**src/shared/sopa_pkg.sv**
```systemverilog
package sopa_pkg;
  // ==========================================
  // Array shape
  localparam int NCELL = 8;
  localparam int NTERM = 8;
  localparam int NROW = 64;
  localparam int NDED = 8;
  localparam int NSIG = 16;
  localparam int NLIT = 32;
  localparam int NPIN = 17;
  localparam int AW = 7;
  localparam int DW = 32;
  // ==========================================
  // Register map, word addresses
  localparam logic [AW-1:0] ADDR_ROW_END = 7'h40;
  localparam logic [AW-1:0] ADDR_DIS_LO = 7'h40;
  localparam logic [AW-1:0] ADDR_DIS_HI = 7'h41;
  localparam logic [AW-1:0] ADDR_ARCH = 7'h42;
  localparam logic [AW-1:0] ADDR_SIG_LO = 7'h43;
  localparam logic [AW-1:0] ADDR_SIG_HI = 7'h44;
  localparam logic [AW-1:0] ADDR_SEC = 7'h45;
  localparam logic [AW-1:0] ADDR_STAT = 7'h46;
  // ==========================================
  // Field positions
  localparam int ARCH_GA = 0;
  localparam int ARCH_GB = 1;
  localparam int ARCH_LOC = 8;
  localparam int ARCH_POL = 16;
  localparam int STAT_OE = 8;
  localparam int STAT_REG = 16;
  localparam int PIN_OE = 16;
  // ==========================================
  // Reset values
  localparam logic [DW-1:0] ROW_RST = 32'hffffffff;
  localparam logic [DW-1:0] WORD_RST = 32'h00000000;
  localparam logic [NPIN-1:0] PIN_RST = 17'h10000;
  localparam logic [NCELL-1:0] OUT_RST = 8'hff;
  // ==========================================
  // Cell modes
  typedef enum logic [2:0] {
    MODE_REG = 3'b000,
    MODE_CIO = 3'b001,
    MODE_COUT = 3'b010,
    MODE_IN = 3'b011,
    MODE_OFF = 3'b100
  } sopa_mode_e;
endpackage : sopa_pkg

```
**src/hdl/sopa_array.sv**
```systemverilog
module sopa_array (
  input wire logic clk,
  input wire logic rst_b,
  input wire logic [sopa_pkg::NDED-1:0] dedIn,
  input wire logic oePin_b,
  input wire logic [sopa_pkg::NCELL-1:0] ioIn,
  output logic [sopa_pkg::NCELL-1:0] ioOut,
  output logic [sopa_pkg::NCELL-1:0] ioOe,
  input wire logic [sopa_pkg::AW-1:0] regAddr,
  input wire logic [sopa_pkg::DW-1:0] regWrData,
  input wire logic regWr,
  input wire logic regRd,
  output logic [sopa_pkg::DW-1:0] regRdData
);
  import sopa_pkg::*;

  // ==========================================
  // Functions
  function automatic logic termEval(
    input logic [NLIT-1:0] conn,
    input logic [NLIT-1:0] lits
  );
    // A connected literal must be high; an all-connected row is always false
    termEval = &(lits | ~conn);
  endfunction : termEval

  function automatic sopa_mode_e modeDecode(
    input logic ga,
    input logic gb,
    input logic lc
  );
    case ({ga, gb, lc})
      3'b010: modeDecode = MODE_REG;
      3'b011: modeDecode = MODE_CIO;
      3'b100: modeDecode = MODE_COUT;
      3'b101: modeDecode = MODE_IN;
      3'b111: modeDecode = MODE_CIO;
      default: modeDecode = MODE_OFF;
    endcase
  endfunction : modeDecode

  // ==========================================
  // Pin synchronisers
  logic [NPIN-1:0] syncA_q;
  logic [NPIN-1:0] syncB_q;
  logic [NPIN-1:0] syncC_q;
  logic [NPIN-1:0] pinLvl_q;

  always_ff @(posedge clk or negedge rst_b) begin
    if (!rst_b) begin
      syncA_q <= PIN_RST;
      syncB_q <= PIN_RST;
      syncC_q <= PIN_RST;
    end else begin
      syncA_q <= {oePin_b, ioIn, dedIn};
      syncB_q <= syncA_q;
      syncC_q <= syncB_q;
    end
  end

  // Level moves only while the last two stages agree
  always_ff @(posedge clk or negedge rst_b) begin
    if (!rst_b) begin
      pinLvl_q <= PIN_RST;
    end else begin
      pinLvl_q <= (syncB_q & syncC_q) | (pinLvl_q & (syncB_q ^ syncC_q));
    end
  end

  // ==========================================
  // Configuration store
  logic [DW-1:0] rowMem_q [NROW];
  logic [NROW-1:0] termDis_q;
  logic globA_q;
  logic globB_q;
  logic [NCELL-1:0] locBit_q;
  logic [NCELL-1:0] polBit_q;
  logic [2*DW-1:0] sigWord_q;
  logic secure_q;
  logic rowHit;

  assign rowHit = regAddr < ADDR_ROW_END;

  always_ff @(posedge clk or negedge rst_b) begin
    if (!rst_b) begin
      for (int i = 0; i < NROW; i++) begin
        rowMem_q[i] <= ROW_RST;
      end
    end else if (regWr && rowHit) begin
      rowMem_q[regAddr[5:0]] <= regWrData;
    end
  end

  always_ff @(posedge clk or negedge rst_b) begin
    if (!rst_b) begin
      termDis_q <= {WORD_RST, WORD_RST};
    end else if (regWr && regAddr == ADDR_DIS_LO) begin
      termDis_q[DW-1:0] <= regWrData;
    end else if (regWr && regAddr == ADDR_DIS_HI) begin
      termDis_q[2*DW-1:DW] <= regWrData;
    end
  end

  // Two global bits plus two bits per cell
  always_ff @(posedge clk or negedge rst_b) begin
    if (!rst_b) begin
      globA_q <= 1'b0;
      globB_q <= 1'b0;
      locBit_q <= '0;
      polBit_q <= '0;
    end else if (regWr && regAddr == ADDR_ARCH) begin
      globA_q <= regWrData[ARCH_GA];
      globB_q <= regWrData[ARCH_GB];
      locBit_q <= regWrData[ARCH_LOC+:NCELL];
      polBit_q <= regWrData[ARCH_POL+:NCELL];
    end
  end

  always_ff @(posedge clk or negedge rst_b) begin
    if (!rst_b) begin
      sigWord_q <= {WORD_RST, WORD_RST};
    end else if (regWr && regAddr == ADDR_SIG_LO) begin
      sigWord_q[DW-1:0] <= regWrData;
    end else if (regWr && regAddr == ADDR_SIG_HI) begin
      sigWord_q[2*DW-1:DW] <= regWrData;
    end
  end

  // Security only sets; like an erase, only reset clears it
  always_ff @(posedge clk or negedge rst_b) begin
    if (!rst_b) begin
      secure_q <= 1'b0;
    end else if (regWr && regAddr == ADDR_SEC && regWrData[0]) begin
      secure_q <= 1'b1;
    end
  end

  // ==========================================
  // Array
  sopa_mode_e cellMode [NCELL];
  logic [NCELL-1:0] fbSig;
  logic [NLIT-1:0] lits;
  logic [NROW-1:0] termVec;
  logic [NCELL-1:0] sumVec;
  logic [NCELL-1:0] oeVec;
  logic [NCELL-1:0] cellReg_q;
  logic [NCELL-1:0] ioOut_q;
  logic [NCELL-1:0] ioOe_q;

  always_comb begin
    for (int c = 0; c < NCELL; c++) begin
      cellMode[c] = modeDecode(globA_q, globB_q, locBit_q[c]);
    end
  end

  // Feedback reads only flops, so the array holds no loop
  always_comb begin
    for (int c = 0; c < NCELL; c++) begin
      case (cellMode[c])
        MODE_REG: fbSig[c] = cellReg_q[c];
        MODE_CIO: fbSig[c] = pinLvl_q[NDED+c];
        MODE_IN: fbSig[c] = pinLvl_q[NDED+c];
        MODE_COUT: fbSig[c] = pinLvl_q[NDED+(c^1)];
        default: fbSig[c] = 1'b0;
      endcase
    end
  end

  always_comb begin
    for (int s = 0; s < NSIG; s++) begin
      if (s < NDED) begin
        lits[2*s] = pinLvl_q[s];
        lits[2*s+1] = ~pinLvl_q[s];
      end else begin
        lits[2*s] = fbSig[s-NDED];
        lits[2*s+1] = ~fbSig[s-NDED];
      end
    end
  end

  always_comb begin
    for (int k = 0; k < NROW; k++) begin
      termVec[k] = ~termDis_q[k] & termEval(rowMem_q[k], lits);
    end
  end

  always_comb begin
    for (int c = 0; c < NCELL; c++) begin
      sumVec[c] = |termVec[c*NTERM+1+:NTERM-1];
      if (cellMode[c] != MODE_CIO) begin
        sumVec[c] = sumVec[c] | termVec[c*NTERM];
      end
      case (cellMode[c])
        MODE_REG: oeVec[c] = ~pinLvl_q[PIN_OE];
        MODE_CIO: oeVec[c] = termVec[c*NTERM];
        MODE_COUT: oeVec[c] = 1'b1;
        MODE_IN: oeVec[c] = 1'b0;
        default: oeVec[c] = 1'b0;
      endcase
    end
  end

  // All cell registers share clk; only registered cells use them
  always_ff @(posedge clk or negedge rst_b) begin
    if (!rst_b) begin
      cellReg_q <= '0;
    end else begin
      cellReg_q <= sumVec;
    end
  end

  // Pin tracks the same sum as the register, so in registered mode it equals it when polBit_q is set, its inverse when clear
  always_ff @(posedge clk or negedge rst_b) begin
    if (!rst_b) begin
      ioOut_q <= OUT_RST;
      ioOe_q <= '0;
    end else begin
      ioOut_q <= sumVec ^ ~polBit_q;
      ioOe_q <= oeVec;
    end
  end

  assign ioOut = ioOut_q;
  assign ioOe = ioOe_q;

  // ==========================================
  // Register readback
  logic [DW-1:0] rdData_d;
  logic [DW-1:0] rdData_q;

  always_comb begin
    rdData_d = WORD_RST;
    if (rowHit) begin
      rdData_d = secure_q ? WORD_RST : rowMem_q[regAddr[5:0]];
    end else begin
      case (regAddr)
        ADDR_DIS_LO: rdData_d = secure_q ? WORD_RST : termDis_q[DW-1:0];
        ADDR_DIS_HI: rdData_d = secure_q ? WORD_RST : termDis_q[2*DW-1:DW];
        ADDR_ARCH: begin
          if (!secure_q) begin
            rdData_d[ARCH_GA] = globA_q;
            rdData_d[ARCH_GB] = globB_q;
            rdData_d[ARCH_LOC+:NCELL] = locBit_q;
            rdData_d[ARCH_POL+:NCELL] = polBit_q;
          end
        end
        ADDR_SIG_LO: rdData_d = sigWord_q[DW-1:0];
        ADDR_SIG_HI: rdData_d = sigWord_q[2*DW-1:DW];
        ADDR_SEC: rdData_d[0] = secure_q;
        ADDR_STAT: begin
          rdData_d[NCELL-1:0] = ioOut_q;
          rdData_d[STAT_OE+:NCELL] = ioOe_q;
          rdData_d[STAT_REG+:NCELL] = cellReg_q;
        end
        default: rdData_d = WORD_RST;
      endcase
    end
  end

  // Data stand only in the cycle after the read strobe
  always_ff @(posedge clk or negedge rst_b) begin
    if (!rst_b) begin
      rdData_q <= WORD_RST;
    end else if (regRd) begin
      rdData_q <= rdData_d;
    end else begin
      rdData_q <= WORD_RST;
    end
  end

  assign regRdData = rdData_q;
endmodule : sopa_array

```
**config.mk**
```make
export PLATFORM = sky130hd
export DESIGN_NAME = sopa_array
export DESIGN_NICKNAME = d
export VERILOG_FILES = /design/src/shared/sopa_pkg.sv /design/src/hdl/sopa_array.sv
export SDC_FILE = /design/constraint.sdc
export NUM_CORES = 2
export LEC_CHECK = 0
export BUFFER_PORTS_ARGS = -buffer_cell sky130_fd_sc_hd__clkbuf_2
export CELL_PAD_IN_SITES_DETAIL_PLACEMENT = 0
export CELL_PAD_IN_SITES_GLOBAL_PLACEMENT = 2
export CORE_UTILIZATION = 40
export DETAILED_ROUTE_END_ITERATION = 8
export PLACE_DENSITY_LB_ADDON = 0.1
export SLEW_MARGIN = 20
export SYNTH_ARGS = -nofsm -noshare
export SYNTH_HDL_FRONTEND = slang
export SYNTH_SLANG_ARGS = --single-unit
export TNS_END_PERCENT = 50
```
**constraint.sdc**
```tcl
create_clock -name clk -period 3.03 [get_ports clk]
set_input_delay 0.606 -clock clk [delete_from_list [all_inputs] [get_ports clk]]
set_output_delay 0.606 -clock clk [all_outputs]
set_load 0.05 [all_outputs]
```
* Word-level counts from Yosys, hierarchy flattened
Cells that the tools add are included.
Word-level totals: input port bits 60, RAM bits 0, output and inout bits 48, memories 0, bits in latches 0, ROM bits 0, register bits 2319
Operators by class: eq/ne operators 79, $add $sub $neg 0, bitwise gates (word level) 290, reductions and logical operators 107, order comparisons 3, div/mod/pow operators 0, shift operators 0, multiply operators 0, multiplexer cells 50
Operator list (count):
- bitwise mux 2048 bit | 1
- inverter 32 bit | 64
- bitwise OR 32 bit | 64
- AND reduction 32 bit | 64
- two-way mux 32 bit | 8
- binary-select mux 32 bit (select 6 bit) | 1
- demux 32 bit (select 6 bit) | 1
- equality test 3 x 2 -> 1 bit (second input constant) | 32
- one-hot mux 16 bit (6 select lines) | 1
- one-hot mux 3 bit (4 select lines) | 8
- inverter 1 bit | 83
- equality test 3 bit (second input constant) | 24
- bitwise AND 1 bit | 64
- OR reduction 7 bit | 8
- equality test 7 bit (second input constant) | 7
- one-hot mux 1 bit (3 select lines) | 16
- bitwise AND 17 bit | 2
- one-hot mux 8 bit (4 select lines) | 1
- OR reduction 2 bit | 16
- one-hot mux 6 bit (5 select lines) | 1
- equality test 3 x 1 -> 1 bit (second input constant) | 8
- zero test 3 bit | 8
- != test 3 x 1 -> 1 bit (second input constant) | 8
- bitwise OR 17 bit | 1
- 15 further kinds | 38

* Logic depth before layout (Yosys ltp)
depth in word-level cells 14, mapped depth 13

* Least setup slack after synthesis
Ideal clock, no wire load.
path kind input -> register, from input port regAddr[1] (netlist bit), to register rdData_q[5] (netlist: regRdData[5]), stages 7, library setup time 0.121 ns, path slack 0.049 ns, data arrival time 2.860 ns, path through buf_6 -> clkbuf_1 -> mux4_2 -> mux4_2 -> mux4_2 -> a21oi_1 -> nor2_1
On the way: word-level cells in the longest chain between the ends 7, elaborated cells on any way between the ends 14, those cells by class 1 x order compare; 5 x eq/ne; 7 x mux; 1 x bitwise
Ends and longest elaborated chain:
- start, declared | line sopa_array.sv:9 | input wire logic [sopa_pkg::AW-1:0] regAddr,
- inverter 6 -> 7 bit (not written as such) | line sopa_array.sv:234 | rdData_d = secure_q ? WORD_RST : rowMem_q[regAddr[5:0]];
- binary-select mux 32 bit (select 6 bit) | line sopa_array.sv:234
- two-way mux 32 bit (not written as such) (2 in a row) | line sopa_array.sv:234
- two-way mux 32 bit | line sopa_array.sv:234
- two-way mux 32 bit (*) | line sopa_array.sv:233 | if (rowHit) begin
- two-way mux 32 bit (*) | line sopa_array.sv:264 | end else if (regRd) begin
- end signal, assigned | line sopa_array.sv:265 | rdData_q <= rdData_d;
- end, declared | line sopa_array.sv:229 | logic [DW-1:0] rdData_q;
Mark *: on every way between the ends. The rest lies on a longest branch, timed or not. The select of a mux whose other input is x is not followed. A chain may end at the register's enable or synchronous reset.

* Worst setup path in the final report
from register globB_q, to register ioOut_q[7] (netlist: ioOut[7])
On the way: word-level cells in the longest chain between the ends 14, elaborated cells on any way between the ends 141, those cells by class 65 x eq/ne; 17 x mux; 26 x bitwise; 33 x reduce/logical
Ends and longest elaborated chain:
- start, declared | line sopa_array.sv:75 | logic globB_q;
- start signal, assigned | line sopa_array.sv:113 | globB_q <= regWrData[ARCH_GB];
- equality test 3 bit or equality test 3 x 2 -> 1 bit (tied branches) | line sopa_array.sv:32 | case ({ga, gb, lc})
- OR reduction 2 bit (no line)
- one-hot mux 3 bit (4 select lines) | line sopa_array.sv:32
- equality test 3 x 2 -> 1 bit or equality test 3 x 1 -> 1 bit (tied branches) | line sopa_array.sv:159 | case (cellMode[c])
- OR reduction 2 bit (no line)
- one-hot mux 1 bit (3 select lines) | line sopa_array.sv:159
- inverter 1 bit | line sopa_array.sv:176 | lits[2*s+1] = ~fbSig[s-NDED];
- bitwise OR 32 bit | line sopa_array.sv:24 | termEval = &(lits | ~conn);
- AND reduction 32 bit | line sopa_array.sv:24
- bitwise AND 1 bit | line sopa_array.sv:183 | termVec[k] = ~termDis_q[k] & termEval(rowMem_q[k], lits);
- OR reduction 7 bit | line sopa_array.sv:189 | sumVec[c] = |termVec[c*NTERM+1+:NTERM-1];
- bitwise OR 1 bit | line sopa_array.sv:191 | sumVec[c] = sumVec[c] | termVec[c*NTERM];
- two-way mux 1 bit (*) | line sopa_array.sv:190 | if (cellMode[c] != MODE_CIO) begin
- via sumVec[7] | line sopa_array.sv:144 | logic [NCELL-1:0] sumVec;
- XOR 8 bit (*) | line sopa_array.sv:218 | ioOut_q <= sumVec ^ ~polBit_q;
- end signal, assigned | line sopa_array.sv:218
- end, declared | line sopa_array.sv:147 | logic [NCELL-1:0] ioOut_q;
Mark *: on every way through the listed nets, which the timed path passes. The rest lies on a longest branch.

==> summary.md <==
| Metric | Value |
|---|---|
| Grt ovf | 0 |
| Worst path required time | 3860 ps |
| Max Freq | 308 MHz |
| Worst vdd ir | 0.000464 V |
| Post-synth cell types | 65 |
| CTS Sinks | 2319 |
| Clock transition at path regs | 60 ps |
| H-tree depth | 5 |
| Hold Path Class | in -> reg |
| Primary FF master, synth | dfstp_2 |
| Final hold vios | 0 |
| Core ar. | 297000 um^2 |
| DP Wirelength | 343000 um |
| Simple-gate share of the synthesized area | 0.0341 |
| Largest net degree at the start of global routing | 169 |
| WL/cell | 36.8 um |
| Num CTS Buffers | 277 |
| Post-Layout Inst Area | 144000 um^2 |
| RSZ-0062 raised after global routing | yes |
| Worst-Margin Slew | 1030 ps |
| Vias | 79000 |
| Tmin final | 3240 ps |
| Pleak | 60.2 nW |
| First-pass GRT wire length | 666000 um |
| Input/output buffers | 107 |
| Buffer depth of the longest clock path | 4 |
| Initial antenna violation count | 35 |
| Final Cycle Share | 1.07 |
| Critical Path Fanout Max | 16 |
| Seq cells post-synth | 2319 |
| Die X | 548 um |
| Initial DRC count | 6689 |
| Final worst slack | -214 ps |
| Clk_lat worst skew | 910 ps |
| EDFF count, synth | 0 |
| Most frequent cells in the layout | mux2_2 (2154), dfstp_2 (2060), mux2i_1 (897) |
| CP endpoint kind | flip-flop |
| Area Growth Syn to Fin | 20.9% |
| Total die area | 301000 um^2 |
| Share of cells above drive strength 1 | 0.733 |
| # setup viols final | 17 |
| Clock Skew | 37.5 ps |
| Root buf cell | clkbuf_16 |
| Status | finished, violations left |
| Slew Limit Fails | 0 |
| GRT Util Overall | 0.314 |
| Pre-CTS setup slack | -766 ps |
| Drt drc | 0 |
| Setup tns final | -2220 ps |
| Violated checks | negative setup slack |
| Critical path arrival | 4070 ps |
| Sequential area share after synthesis | 0.508 |
| Site Rows | 200 |
| Cells after Synth | 8104 |
| Die H | 548 um |
| Fin nets | 8902 |
| Multiplexer share of the synthesized area | 0.389 |
| Number of global-route vias before repair | 82200 |
| IO Count | 108 |
| FFs w/ async S/R, synth | 1.00 |
| Largest family of logic cells by synthesized area | multiplexers |
| Placed Area | 132000 um^2 |
| Max_slew headroom | 0.311 |
| Post-synthesis xor/xnor area fraction | 0.000713 |
| Mapped Avg Cell Area | 14.7 um^2 |
| Adder-cell share of the synthesized area | 0.00178 |
| Max-Cap Viols | 0 |
| Total length of routed wires | 478000 um |
| Hold slack | 278 ps |
| Commonest non-fill, non-tap cell in the layout | mux2_2 |
| TritonRoute pass-1 iters | 9 |
| Gpl congestion | 0.993 |
| Synth Area in Compound Gates | 0.0336 |
| Post-route ant nets | 0 |
| Critical path class | reg -> reg |
| Mapped Nets | 8181 |
| Initial core utilization | 0.402 |
| Vias per cell | 6.08 |
| PD cells | 661 nW/um^2 |
| CTS tree | built |
| YS warnings | 0 |
| Worst setup SP type | flip-flop |
| Mapped Area | 119000 um^2 |
[critical path: stages, from the launching register on]
cell,delay [ps]
dfrtp_2,480
buf_12,180
nand4bb_4,210
nand3_4,130
buf_12,180
buf_16,190
buf_16,180
mux2i_4,260
nand4_1,310
nor4_2,380
a21oi_2,50
nand4_1,200
buf_12,170
xnor2_4,130
[worst paths after layout]
check                                        endpoint  slack [ps]  cells after the start                  from
min in group asynchronous  rowMem_q[1653]$_DFFE_PN1P_         500                      2                 rst_b
setup reg to reg                   ioOut[7]$_DFF_PN1_        -210                     13   globB_q$_DFFE_PN0P_
setup / recovery                   ioOut[7]$_DFF_PN1_        -210                     13   globB_q$_DFFE_PN0P_
max in group asynchronous      regRdData[7]$_DFF_PN0_        1440                      3                 rst_b
hold / removal              rowMem_q[673]$_DFFE_PN1P_         280                      2          regWrData[1]
hold reg to reg                  syncB_q[0]$_DFF_PN0_         350                      0  syncA_q[0]$_DFF_PN0_
[per-layer routing]
| metal | GRT usage | share of wire | vias up |
|---|---|---|---|
| met4 | 0.160 | 0.060 | 6 |
| met3 | 0.0463 | 0.054 | 822 |
| met5 | 0 | 0.000071 | - |
| met1 | 0.407 | 0.41 | 43200 |
| li1 | - | - | 32400 |
| met2 | 0.513 | 0.47 | 2592 |
[what timing repair did]
action / CTS / global route
setup buffers: 45 / 43
gates resized for setup: 218 / 97
setup endpoints to repair: 21 / 24
gates cloned: 4 / 3
pin swaps: 49 / 43
hold endpoints to repair: 48 / 0
hold buffers: 18 / 0
[state kept, by name (all words and copies together) (netlist names)]
register	flops
globB_q	1
secure_q	1
syncC_q	17
ioOe	8
syncA_q	17
ioOut	8
polBit_q	8
rowMem_q	2048
globA_q	1
locBit_q	8
sigWord_q	64
pinLvl_q	17
regRdData	32
termDis_q	64
syncB_q	17
cellReg_q	8
[power by group]
| group | leakage [nW] | total [W] | switching [W] | internal [W] |
|---|---|---|---|---|
| logic | 30.9 | 0.0226 | 0.0123 | 0.0103 |
| registers | 24.7 | 0.0379 | 0.00255 | 0.0354 |
| clock network | 4.63 | 0.0349 | 0.0140 | 0.0209 |
[Yosys cell counts, drive strengths merged, types with 24 or more instances]
| cell | n | area (um^2) |
|---|---|---|
| nand2 | 182 | 683 |
| nor4 | 24 | 156 |
| a221oi | 81 | 709 |
| nor3 | 76 | 395 |
| a22o | 72 | 631 |
| nand3 | 33 | 175 |
| nand4 | 247 | 1550 |
| o21ai | 43 | 215 |
| clkbuf | 335 | 1260 |
| mux4 | 542 | 12200 |
| dfstp | 2060 | 54100 |
| mux2 | 2204 | 24800 |
| a22oi | 84 | 631 |
| o22ai | 46 | 288 |
| a2111oi | 52 | 455 |
| dfrtp | 259 | 6480 |
| nor2b | 51 | 319 |
| buf | 455 | 2580 |
| a21oi | 57 | 285 |
| mux2i | 943 | 9440 |
| nor2 | 55 | 206 |
[per-stage QoR]
| stage | std cells | power, W | utilization |
|---|---|---|---|
| after floorplan | 8104 | 0.0474 | - |
| after global placement | 12400 | 0.0579 | 0.445 |
| after detailed placement | 12400 | 0.0582 | 0.445 |
| after CTS | 12900 | 0.0951 | 0.483 |
| after global routing | 13000 | 0.0982 | 0.486 |
| final | 13000 | 0.0954 | 0.486 |
[layout make-up]
class | count | area, um^2
timing repair buffer | 1232 | 12900
inverter | 12 | 45.0
sequential | 2319 | 60600
antenna | 12 | 30.0
fill | 25800 | 153000
multi-input combinational | 4983 | 56300
tap | 3939 | 4930
clock buffer | 412 | 8240
clock inverter | 84 | 1140
[cell families after synthesis]
| family | Yosys count |
|---|---|
| AND/OR/NAND/NOR | 742 |
| adder cells (fa/ha/maj) | 17 |
| multiplexers | 3689 |
| XOR/XNOR | 8 |
| buffers and inverters | 802 |
| flip-flops | 2319 |
| AO/OA/AOI/OAI | 527 |
Power figures use the tool's default switching activity.
